## config.mk

```make
export PLATFORM = sky130hd
export DESIGN_NAME = ptr_load_exec
export DESIGN_NICKNAME = d
export VERILOG_FILES = /design/src/rtl/ptr_load_pkg.sv /design/src/rtl/aux_reg_file.sv /design/src/rtl/ptr_load_exec.sv
export SDC_FILE = /design/constraint.sdc
export NUM_CORES = 1
export LEC_CHECK = 0
export ABC_AREA = 0
export BUFFER_PORTS_ARGS = -buffer_cell sky130_fd_sc_hd__buf_2
export CAP_MARGIN = 20
export CORE_MARGIN = 2
export CORE_UTILIZATION = 40
export CTS_CLUSTER_DIAMETER = 40
export CTS_CLUSTER_SIZE = 16
export DETAILED_ROUTE_END_ITERATION = 10
export GPL_TIMING_DRIVEN = 0
export PLACE_DENSITY = 0.59
export SKIP_CTS_REPAIR_TIMING = 1
export SYNTH_ARGS = -nofsm -noshare
export SYNTH_HDL_FRONTEND = slang
export SYNTH_SLANG_ARGS = --single-unit
```

## constraint.sdc

```tcl
create_clock -name aclk -period 2.55 [get_ports aclk]
set_input_delay 0.1275 -clock aclk [delete_from_list [all_inputs] [get_ports aclk]]
set_output_delay 0.1275 -clock aclk [all_outputs]
set_load 0.01 [all_outputs]
```

## src/rtl/ptr_load_pkg.sv

```systemverilog
// shared constants for the pointer and register load execute block
package ptr_load_pkg;
	localparam int DATA_W   = 16;
	localparam int PAGE_W   = 9;
	localparam int OFS_W    = 7;
	localparam int ARP_W    = 3;
	localparam int NUM_AUX  = 8;
	localparam int PROD_W   = 32;
	localparam int SHORT_W  = 8;

	// operation codes presented by the decode stage
	localparam logic [3:0] OP_NONE       = 4'h0;
	localparam logic [3:0] OP_AUX_LOAD   = 4'h1;
	localparam logic [3:0] OP_AUX_SHORT  = 4'h2;
	localparam logic [3:0] OP_AUX_LONG   = 4'h3;
	localparam logic [3:0] OP_ARP_LOAD   = 4'h4;
	localparam logic [3:0] OP_PAGE_LOAD  = 4'h5;
	localparam logic [3:0] OP_PAGE_IMM   = 4'h6;
	localparam logic [3:0] OP_MAP_COPY   = 4'h7;
	localparam logic [3:0] OP_PROD_HIGH  = 4'h8;
	localparam logic [3:0] OP_STAT_LOAD  = 4'h9;

	// memory region codes
	localparam logic [2:0] REG_LOW      = 3'h0;
	localparam logic [2:0] REG_BLK_TWO  = 3'h1;
	localparam logic [2:0] REG_BLK_ZERO = 3'h2;
	localparam logic [2:0] REG_BLK_ONE  = 3'h3;
	localparam logic [2:0] REG_EXTERNAL = 3'h4;
	localparam logic [2:0] REG_OTHER    = 3'h5;

	localparam logic [PAGE_W-1:0] PAGE_EXT_MIN  = 9'h008;
	localparam logic [PAGE_W-1:0] PAGE_B0_LO    = 9'h004;
	localparam logic [PAGE_W-1:0] PAGE_B0_HI    = 9'h005;
	localparam logic [PAGE_W-1:0] PAGE_B1_HI    = 9'h007;
	localparam logic [PAGE_W-1:0] PAGE_ZERO     = 9'h000;
	localparam logic [OFS_W-1:0]  BLK_TWO_BASE  = 7'h60;
	localparam logic [PAGE_W-1:0] PAGE_CLEARED  = 9'h000;

	// reset values
	localparam logic [DATA_W-1:0] AUX_RST   = 16'h0000;
	localparam logic [ARP_W-1:0]  ARP_RST   = 3'h0;
	localparam logic [PAGE_W-1:0] PAGE_RST  = 9'h000;
	localparam logic [PROD_W-1:0] PROD_RST  = 32'h0000_0000;
	localparam logic [DATA_W-1:0] STAT_RST  = 16'h0000;

	// AXI-Lite register map, byte addresses
	localparam logic [7:0] A_CTRL     = 8'h00;
	localparam logic [7:0] A_STATUS   = 8'h04;
	localparam logic [7:0] A_PAGE     = 8'h08;
	localparam logic [7:0] A_ARP      = 8'h0C;
	localparam logic [7:0] A_STAT0    = 8'h10;
	localparam logic [7:0] A_PROD     = 8'h14;
	localparam logic [7:0] A_AUX_BASE = 8'h20;
	localparam int         AUX_IDX_LSB = 2;
	localparam logic [1:0] RESP_OKAY   = 2'b00;
	localparam logic [1:0] RESP_SLVERR = 2'b10;
endpackage

```

## src/rtl/aux_reg_file.sv

```systemverilog
// eight auxiliary registers with one write port, one combinational and one registered read
`timescale 1ns/1ps
`default_nettype none
module aux_reg_file
	import ptr_load_pkg::*;
(
	input  wire logic              aclk,     // cpu clock
	input  wire logic              aresetn,  // sync reset, low active
	input  wire logic              we,       // write strobe
	input  wire logic [ARP_W-1:0]  wsel,     // write index
	input  wire logic [DATA_W-1:0] wdata,    // write data
	input  wire logic [ARP_W-1:0]  rsel_a,   // read index a
	output logic [DATA_W-1:0]      rdata_a,  // read data a
	input  wire logic [ARP_W-1:0]  rsel_b,   // read index b
	output logic [DATA_W-1:0]      rdata_b   // read data b, registered
);
	logic [DATA_W-1:0] mem_r [NUM_AUX];

	always_ff @(posedge aclk) begin
		if (!aresetn) begin
			for (int i = 0; i < NUM_AUX; i++) mem_r[i] <= AUX_RST;
			rdata_b <= AUX_RST;
		end else begin
			if (we) mem_r[wsel] <= wdata;
			rdata_b <= mem_r[rsel_b];
		end
	end

	// read port a is combinational so the next instruction sees a fresh write
	assign rdata_a = mem_r[rsel_a];
endmodule
`default_nettype wire

```

## src/rtl/ptr_load_exec.sv

```systemverilog
// execute stage for the pointer, page, product-high and status loads
// How it works
// RQ1: memory word loads chosen auxiliary register
// RQ2: short or long immediate loads auxiliary register
// RQ3: short immediate zero-extended, unsigned
// RQ4: pointer load takes three-bit constant
// RQ5: legacy build: pointer keeps one bit
// RQ6: legacy build: page keeps one bit
// RQ7: page loads nine low bits or immediate
// RQ8: direct address is page over offset
// RQ9: page eight or above goes external
// RQ10: pages four to seven hit blocks zero/one
// RQ11: top 32 words of page zero: block two
// RQ12: mapped copy reads register, writes long address
// RQ13: mapped copy clears nine upper address bits
// RQ14: product high load keeps low half
// RQ15: long immediate fills auxiliary register
// RQ16: status load copies word to status zero
// RQ17: parameter picks legacy; unsupported ops illegal
// RQ18: writes land in execute, seen next
`timescale 1ns/1ps
`default_nettype none
module ptr_load_exec
	import ptr_load_pkg::*;
#(
	parameter bit LEGACY    = 1'b0,  // one-bit pointer variant
	parameter bit MAP_COPY  = 1'b1   // build the mapped copy operation
) (
	input  wire logic              aclk,          // cpu clock, 40 MHz
	input  wire logic              aresetn,       // sync reset, low active
	// decode stage
	input  wire logic              op_valid,      // operation present this cycle
	input  wire logic [3:0]        op_code,       // decoded operation
	input  wire logic [ARP_W-1:0]  op_aux_sel,    // target auxiliary register
	input  wire logic [PAGE_W-1:0] op_short_imm,  // short immediate field
	input  wire logic [DATA_W-1:0] op_long_imm,   // second instruction word
	input  wire logic              op_indirect,   // indirect addressing
	input  wire logic [OFS_W-1:0]  op_offset,     // direct offset field
	output logic                   op_illegal,    // unsupported op flagged
	// data memory port
	output logic [DATA_W-1:0]      dm_addr,       // operand address
	output logic [2:0]             dm_region,     // decoded region of dm_addr
	input  wire logic [DATA_W-1:0] dm_rdata,      // operand word
	output logic                   dm_we,         // write strobe for copy
	output logic [DATA_W-1:0]      dm_waddr,      // copy destination
	output logic [DATA_W-1:0]      dm_wdata,      // copy data
	// AXI4-Lite observation and control
	input  wire logic [7:0]        s_awaddr,      // write address
	input  wire logic              s_awvalid,     // write address valid
	output logic                   s_awready,     // write address ready
	input  wire logic [31:0]       s_wdata,       // write data
	input  wire logic [3:0]        s_wstrb,       // byte strobes
	input  wire logic              s_wvalid,      // write data valid
	output logic                   s_wready,      // write data ready
	output logic [1:0]             s_bresp,       // write response
	output logic                   s_bvalid,      // write response valid
	input  wire logic              s_bready,      // write response ready
	input  wire logic [7:0]        s_araddr,      // read address
	input  wire logic              s_arvalid,     // read address valid
	output logic                   s_arready,     // read address ready
	output logic [31:0]            s_rdata,       // read data
	output logic [1:0]             s_rresp,       // read response
	output logic                   s_rvalid,      // read response valid
	input  wire logic              s_rready       // read response ready
);
	logic [ARP_W-1:0]  arp_r;
	logic [PAGE_W-1:0] page_r;
	logic [PROD_W-1:0] prod_r;
	logic [DATA_W-1:0] stat0_r;
	logic              halt_r;
	logic [7:0]        illegal_cnt_r;
	logic [DATA_W-1:0] aux_cur;
	logic [DATA_W-1:0] aux_rd;

	wire exec = op_valid && !halt_r;

	// legacy build lacks the long immediate aux load and mapped copy
	wire unsupported = (op_code == OP_MAP_COPY && (LEGACY || !MAP_COPY)) ||
		(LEGACY && (op_code == OP_AUX_LONG)) ||
		(op_code > OP_STAT_LOAD);                                         // RQ17
	wire legal = exec && !unsupported;
	assign op_illegal = exec && unsupported;                           // RQ17

	// operand address
	wire [DATA_W-1:0] direct_addr = {page_r, op_offset};               // RQ8
	wire [DATA_W-1:0] opnd_addr = op_indirect ? aux_cur : direct_addr;
	wire [DATA_W-1:0] map_addr = {PAGE_CLEARED, opnd_addr[OFS_W-1:0]}; // RQ13
	assign dm_addr = (op_code == OP_MAP_COPY) ? map_addr : opnd_addr;  // RQ12

	// region decode on the page field of the address, plus the offset for block two
	wire [PAGE_W-1:0] a_page = dm_addr[DATA_W-1:OFS_W];
	wire [OFS_W-1:0]  a_ofs  = dm_addr[OFS_W-1:0];
	assign dm_region =
		(a_page >= PAGE_EXT_MIN) ? REG_EXTERNAL :                      // RQ9
		(a_page >= PAGE_B0_LO && a_page <= PAGE_B0_HI) ? REG_BLK_ZERO : // RQ10
		(a_page > PAGE_B0_HI && a_page <= PAGE_B1_HI) ? REG_BLK_ONE :   // RQ10
		(a_page == PAGE_ZERO && a_ofs >= BLK_TWO_BASE) ? REG_BLK_TWO :  // RQ11
		(a_page == PAGE_ZERO) ? REG_LOW : REG_OTHER;

	// mapped copy write, long immediate address
	assign dm_we    = legal && op_code == OP_MAP_COPY;                 // RQ12
	assign dm_waddr = op_long_imm;
	assign dm_wdata = dm_rdata;

	// auxiliary register write
	wire [DATA_W-1:0] short_ext = {{(DATA_W-SHORT_W){1'b0}}, op_short_imm[SHORT_W-1:0]}; // RQ3
	wire aux_we = legal && (op_code == OP_AUX_LOAD || op_code == OP_AUX_SHORT ||
		op_code == OP_AUX_LONG);
	wire [DATA_W-1:0] aux_wdata =
		(op_code == OP_AUX_LOAD)  ? dm_rdata :                          // RQ1
		(op_code == OP_AUX_SHORT) ? short_ext :                         // RQ2
		op_long_imm;                                                    // RQ15
	wire [ARP_W-1:0] aux_wsel = LEGACY ? {{(ARP_W-1){1'b0}}, op_aux_sel[0]} : op_aux_sel;

	// page pointer next value
	wire [PAGE_W-1:0] page_src = (op_code == OP_PAGE_IMM) ? op_short_imm :
		dm_rdata[PAGE_W-1:0];                                           // RQ7
	wire [PAGE_W-1:0] page_nxt = LEGACY ? {{(PAGE_W-1){1'b0}}, page_src[0]} : page_src; // RQ6
	wire page_we = legal && (op_code == OP_PAGE_LOAD || op_code == OP_PAGE_IMM);

	wire [ARP_W-1:0] arp_nxt = LEGACY ? {{(ARP_W-1){1'b0}}, op_short_imm[0]} :
		op_short_imm[ARP_W-1:0];                                        // RQ4 RQ5

	// AXI-Lite slave
	logic aw_held_r;
	logic w_held_r;
	logic [7:0]  aw_addr_r;
	logic [31:0] w_data_r;
	logic [3:0]  w_strb_r;
	logic [7:0]  ar_addr_r;
	logic        ar_pend_r;

	assign s_awready = !aw_held_r && !s_bvalid;
	assign s_wready  = !w_held_r && !s_bvalid;
	assign s_arready = !ar_pend_r && !s_rvalid;
	wire do_write = aw_held_r && w_held_r && !s_bvalid;
	wire wr_ctrl  = do_write && aw_addr_r == A_CTRL;
	wire wr_ok    = aw_addr_r == A_CTRL || aw_addr_r == A_STATUS;

	wire aux_rd_hit = ar_addr_r[7:5] == A_AUX_BASE[7:5];
	aux_reg_file i_aux_reg_file (
		.aclk    (aclk),
		.aresetn (aresetn),
		.we      (aux_we),                                                // RQ18
		.wsel    (aux_wsel),
		.wdata   (aux_wdata),
		.rsel_a  (arp_r),
		.rdata_a (aux_cur),
		.rsel_b  (s_araddr[AUX_IDX_LSB+ARP_W-1:AUX_IDX_LSB]),
		.rdata_b (aux_rd)
	);

	logic [31:0] rd_mux;
	logic        rd_ok;
	always_comb begin
		rd_ok = 1'b1;
		rd_mux = 32'h0000_0000;
		if (aux_rd_hit) rd_mux = {16'h0000, aux_rd};
		else unique case (ar_addr_r)
			A_CTRL:   rd_mux = {31'h0000_0000, halt_r};
			A_STATUS: rd_mux = {24'h00_0000, illegal_cnt_r};
			A_PAGE:   rd_mux = {23'h00_0000, page_r};
			A_ARP:    rd_mux = {29'h0000_0000, arp_r};
			A_STAT0:  rd_mux = {16'h0000, stat0_r};
			A_PROD:   rd_mux = prod_r;
			default:  rd_ok = 1'b0;
		endcase
	end

	always_ff @(posedge aclk) begin
		if (!aresetn) begin
			aw_held_r <= 1'b0;
			w_held_r  <= 1'b0;
			aw_addr_r <= 8'h00;
			w_data_r  <= 32'h0000_0000;
			w_strb_r  <= 4'h0;
			s_bvalid  <= 1'b0;
			s_bresp   <= RESP_OKAY;
		end else begin
			if (s_awvalid && s_awready) begin
				aw_held_r <= 1'b1;
				aw_addr_r <= s_awaddr;
			end
			if (s_wvalid && s_wready) begin
				w_held_r <= 1'b1;
				w_data_r <= s_wdata;
				w_strb_r <= s_wstrb;
			end
			if (do_write) begin
				aw_held_r <= 1'b0;
				w_held_r  <= 1'b0;
				s_bvalid  <= 1'b1;
				s_bresp   <= wr_ok ? RESP_OKAY : RESP_SLVERR;
			end else if (s_bvalid && s_bready) s_bvalid <= 1'b0;
		end
	end

	always_ff @(posedge aclk) begin
		if (!aresetn) begin
			ar_pend_r <= 1'b0;
			ar_addr_r <= 8'h00;
			s_rvalid  <= 1'b0;
			s_rdata   <= 32'h0000_0000;
			s_rresp   <= RESP_OKAY;
		end else begin
			if (s_arvalid && s_arready) begin
				ar_pend_r <= 1'b1;
				ar_addr_r <= s_araddr;
			end
			if (ar_pend_r) begin
				ar_pend_r <= 1'b0;
				s_rvalid  <= 1'b1;
				s_rdata   <= rd_mux;
				s_rresp   <= rd_ok ? RESP_OKAY : RESP_SLVERR;
			end else if (s_rvalid && s_rready) s_rvalid <= 1'b0;
		end
	end

	// halt holds off execution so software can inspect a frozen state
	wire clr_illegal = do_write && aw_addr_r == A_STATUS && w_strb_r[0];
	always_ff @(posedge aclk) begin
		if (!aresetn) begin
			halt_r        <= 1'b0;
			illegal_cnt_r <= 8'h00;
		end else begin
			if (wr_ctrl && w_strb_r[0]) halt_r <= w_data_r[0];
			// a clear and a new illegal op in the same cycle leave the count at one
			if (op_illegal) illegal_cnt_r <= clr_illegal ? 8'h01 :
				illegal_cnt_r + 8'h01;
			else if (clr_illegal) illegal_cnt_r <= 8'h00;
		end
	end

	// architectural registers, all written in the execute cycle
	always_ff @(posedge aclk) begin
		if (!aresetn) begin
			arp_r   <= ARP_RST;
			page_r  <= PAGE_RST;
			prod_r  <= PROD_RST;
			stat0_r <= STAT_RST;
		end else begin
			if (legal && op_code == OP_ARP_LOAD) arp_r <= arp_nxt;       // RQ4 RQ18
			if (page_we) page_r <= page_nxt;                              // RQ7 RQ18
			if (legal && op_code == OP_PROD_HIGH)
				prod_r <= {dm_rdata, prod_r[DATA_W-1:0]};                 // RQ14
			if (legal && op_code == OP_STAT_LOAD) stat0_r <= dm_rdata;   // RQ16
		end
	end
endmodule
`default_nettype wire

```

## Yosys cells after proc, flatten, opt, wreduce, memory -nomap -nowiden

Memory sizes are Yosys's and may differ from the RTL's. A register that Yosys moved wholly into a read port is not among the register bits.
Index checks and enable logic that the tools add are counted.

| word-level totals | value |
|---|---|
| flip-flop bits (word level) | 112 |
| memory bits (writable) | 128 |
| input bits | 116 |
| output and inout bits | 94 |
| logic and storage cells | 125 |
| memories | 1 |

Memories:

| memory | depth | bits a word | read ports | clocked after memory_dff | wr ports | RTL line | text |
|---|---|---|---|---|---|---|---|
| i_aux_reg_file.mem_r | 8 | 16 | 2 | 2 | 8 | aux_reg_file.sv:17 | `logic [DATA_W-1:0] mem_r [NUM_AUX];` |

| operators by class | value |
|---|---|
| $add $sub $neg | 1 |
| order comparisons | 7 |
| equality and inequality tests | 16 |
| muxes and demuxes | 33 |
| bitwise gates (word level) | 1 |
| reduce and logical (&&, ||, !) cells | 48 |

Operators with widths:

| operator | number |
|---|---|
| $pmux W32 S6 | 1 |
| $mux W16 | 5 |
| $mux W32 | 1 |
| $logic_and A1 B1 Y1 | 26 |
| $mux W3 | 8 |
| $mux W8 | 3 |
| $le A9 B3 Y1 const B | 2 |
| $eq A4 B3 Y1 const B | 4 |
| $eq A8 B3 Y1 const B | 2 |
| $eq A8 B4 Y1 const B | 2 |
| $eq A8 B5 Y1 const B | 2 |
| $logic_not A8 Y1 | 2 |
| $reduce_or A16 Y1 | 1 |
| $mux W1 | 12 |
| $ge A9 B3 Y1 const B | 1 |
| $ge A9 B4 Y1 const B | 1 |
| $gt A9 B3 Y1 const B | 1 |
| $logic_not A9 Y1 | 1 |
| $mux W9 | 1 |
| $add A8 B1 Y8 const B | 1 |
| $eq A4 B2 Y1 const B | 2 |
| $eq A4 B4 Y1 const B | 2 |
| $logic_not A1 Y1 | 8 |
| $ge A7 B7 Y1 const B | 1 |
| 9 further kinds | 16 |

## Depth between registers and ports, before layout

| depth | value |
|---|---|
| depth after elaboration | 9 |
| depth in mapped cells | 10 |
| gate-level depth less buffers | 6 |

## Hierarchy

From an unflattened synthesis, not the netlist that was laid out.

| second synthesis, totals | value |
|---|---|
| cells, all modules | 1121 |
| area, all modules | 13048.8 µm² |

Modules (own cells, without submodules):

| module | instances | cells each | area each (µm²) |
|---|---|---|---|
| aux_reg_file | 1 | 456 | 7250.7 |
| ptr_load_exec | 1 | 665 | 5798.1 |

## Worst setup path before layout

Ideal clock, no wire load.

| timing | value |
|---|---|
| kind | register to output |
| start point | reg with a tool-made name |
| end point | out dm_region[0] |
| arrival | 2.173 ns |
| required time | 2.423 ns |
| setup slack | 0.250 ns |
| stages on the path, launching flop included | 8 |
| path buffers | 1 |
| path through | dfxtp_1 -> buf_6 -> mux4_2 -> mux2_4 -> mux2i_4 -> a21oi_1 -> or4b_4 -> a311oi_2 |

RTL lines:

| item | RTL line | text |
|---|---|---|
| end, declared | ptr_load_exec.sv:42 | `output logic [2:0] dm_region,` |

==> results.sh <==
export IMPL_grt_pass1_vias=9262
export IMPL_tns_ps=-2590
export IMPL_seq_area_mm2=0.00643
export IMPL_synth_seq_cells=257
export IMPL_p_sw_mw=2.72
export IMPL_mostFrequentLayoutCell="nor2_1"
export IMPL_seqPwrFrac=0.417
export IMPL_layout_common_cells="234 x nor2_1, 174 x buf_2, 131 x nand2_1, 128 x dfxtp_1, 128 x edfxtp_1"
export IMPL_fin_cells=1819
export IMPL_ys_flop_type="dfxtp_1"
export IMPL_outcome="complete, but fails checks"
export IMPL_rows=63
export IMPL_crit_type="register to output port"
export IMPL_placement_cell_area_mm2=0.0134
export IMPL_ctsRootBufferMaster="clkbuf_16"
export IMPL_async_reset_ff_frac=0
export IMPL_place_congestion=0.888
export IMPL_antenna_found_initial=0
export IMPL_yosys_warnings=0
export IMPL_initial_core_util=0.406
export IMPL_drt_iter0_drc=676
export IMPL_min_period_over_period=1.22
export IMPL_worstPathRequired_ps=2420
export IMPL_switching_share=0.249
export IMPL_syn_area_per_cell_um2=10.5
export IMPL_die_h_um=177
export IMPL_clk_pin_slew_ps=60
export IMPL_die_w_um=177
export IMPL_yosys_top_cells_area="edfxtp_1 32%, dfxtp_1 21%, mux4_2 8.6%"
export IMPL_rsz0062_at_grt="yes"
export IMPL_htreeDepth=2
export IMPL_worst_pin_slew_ps=1240
export IMPL_drc=0
export IMPL_peakVddDrop_mv=0.432
export IMPL_synth_edff_count=128
export IMPL_grt_first_pass_wirelength_um=56100
export IMPL_route_met3_wl_um=2450
export IMPL_max_freq_mhz=321
export IMPL_fin_area_mm2=0.0153
export IMPL_clock_path_buffers=3
export IMPL_top_layer_used="met4"
export IMPL_drt_antenna_violating_nets=0
export IMPL_setup_worst_path_start_class="register"
export IMPL_tritoncts="built"
export IMPL_period_minus_slack_ps=3110
export IMPL_port_buffers=169
export IMPL_synth_top_cell_by_area="edfxtp_1"
export IMPL_multiInputGateArea_mm2=0.00519
export IMPL_fin_total_pwr_mw=11.0
export IMPL_slew_violations=0
export IMPL_cp_max_fo=5
export IMPL_core_area_mm2=0.0296
export IMPL_clockPowerShare=0.486
export IMPL_numCtsBuffers=38
export IMPL_violations="hold timing, setup timing"
export IMPL_drv_cap=0
export IMPL_hold_ws_ps=-27.8
export IMPL_netlist_instances=1150
export IMPL_grt_total_usage=0.240
export IMPL_wl_per_cell_um=21.1
export IMPL_n_fill_cell=2733
export IMPL_globalRouteOverflowTotal=0
export IMPL_setup_viol=8
export IMPL_die_area_mm2=0.0315
export IMPL_viasPerCell=5.34
export IMPL_comb_power_share=0.097
export IMPL_yosysUniqueCellTypes=48
export IMPL_layout_drive_gt1_share=0.265
export IMPL_nets=1518
export IMPL_finalWorstSetupSlack_ps=-561
export IMPL_route_met2_wl_um=18500
export IMPL_clock_latency_ps=520
export IMPL_io_pins=210
export IMPL_p_leak_nw=5.89
export IMPL_synth_top_area_share=0.319
export IMPL_wirelength_um=38400
export IMPL_met1_length_um=16200
export IMPL_cp_data_arrival_time_ps=2980
export IMPL_syn_cell_area_mm2=0.0120
export IMPL_vias=9710
export IMPL_fin_skew_ps=23.6
export IMPL_hp_class="input port to register"
export IMPL_ys_seq_area_frac=0.534
export IMPL_grt_start_max_net_pins=17
export IMPL_relSlewSlack=0.176
export IMPL_power_density_mw_per_mm2=716
export IMPL_end_kind="output port"
export IMPL_clock_sinks=257
export IMPL_hold_violations=8
export IMPL_num_antenna_cells=0
export IMPL_hpwlAfterDp_um=27600
export IMPL_p_int_mw=8.23
export IMPL_syn_to_final_growth_pct=27.2
export IMPL_dp_cells=1711
export IMPL_place_ws_ps=-674
export IMPL_drt_pass1_iterations=5
-- stage by stage --
| step | utilization | hold WS (ps) |
|---|---|---|
| 6_report | 0.517 | -27.8 |
| 3_3_place_gp | 0.451 | 378 |
| 5_1_grt | 0.517 | -3.40 |
| 2_1_floorplan | - | 263 |
| 3_5_place_dp | 0.452 | 376 |
| 4_1_cts | 0.495 | -168 |
-- per-layer routing --
layer,GRT usage,up-vias
li1,-,4569
met1,0.318,4726
met2,0.391,335
met3,0.0420,80
met4,0.0949,0
met5,0,-
-- registers in the layout (all words and copies together), names as in the netlist, 3 cells and up, named ones only --
signal,count
ar_addr_r,8
illegal_cnt_r,8
aw_addr_r,8
stat0_r,16
page_r,9
arp_r,3
i_aux_reg_file.rdata_b,16
prod_r,16
i_aux_reg_file.mem_r,128
s_rdata,32
-- critical path: stages (launching register included) --
cell and delay [ps]:
dfxtp_2 320, buf_6 140, mux4_2 510, mux2_4 300, mux2i_4 160, a21oi_1 90, or4b_4 580, a311oi_2 190
buf_2 170
-- cell usage after synthesis (3+ instances only) --
| cell | count |
|---|---|
| nand2b_1 | 3 |
| edfxtp_1 | 128 |
| a22o_1 | 5 |
| buf_6 | 3 |
| o21ai_0 | 14 |
| a31oi_1 | 6 |
| a211oi_1 | 18 |
| and3_1 | 3 |
| nand4_1 | 6 |
| mux4_2 | 46 |
| dfxtp_1 | 129 |
| nor3_1 | 5 |
| nand2_1 | 140 |
| a22oi_1 | 35 |
| and2_1 | 7 |
| a21oi_1 | 98 |
| clkbuf_1 | 52 |
| inv_1 | 10 |
| buf_1 | 6 |
| buf_2 | 8 |
| nand3_1 | 10 |
| mux2i_1 | 83 |
| buf_4 | 36 |
| nor2_1 | 237 |
| xor2_1 | 6 |
| nor2b_1 | 27 |
-- layout make-up --
type / count / area share
Timing Repair Buffer: 210 / 0.0815
Tap cell: 390 / 0.0319
Clock inverter: 26 / 0.0196
Buffer: 105 / 0.0414
Multi-Input combinational cell: 779 / 0.339
Sequential cell: 257 / 0.420
Clock buffer: 42 / 0.0645
Inverter: 10 / 0.00245
-- power groups by stage --
stage	Combinational [mW]	Sequential [mW]	Clock [mW]
after detailed placement	0.986	4.65	0
after global routing	1.14	4.58	5.55
final	1.06	4.57	5.33
after global placement	0.979	4.65	0
after floorplan	0.578	4.63	0
after CTS	0.991	4.57	5.37
-- kinds of logic (layout without fill, tap and decap cells) --
kind of cell / count (synthesis) / count (layout) / share of synthesized area
flops: 257 / 257 / 0.534
xor+xnor: 6 / 6 / 0.00437
fa+ha+maj: 1 / 1 / 0.00104
simple gates: 452 / 452 / 0.158
mux: 133 / 133 / 0.160
buf+inv: 115 / 393 / 0.0498
other cells: 1 / 2 / 0.000312
compound gates: 185 / 185 / 0.0929
-- worst paths after layout --
path / from / endpoint / slack [ps] / cells past startpoint
setup reg to reg: ar_addr_r[7] / s_rdata[15] / 160 / 7
setup / recovery: register / dm_region[0] / -560 / 8
hold / removal: op_short_imm[2] / arp_r[2] / -30 / 3
hold reg to reg: aw_addr_r[6] / aw_addr_r[6] / 460 / 2
(Power assumes the default switching activity.)
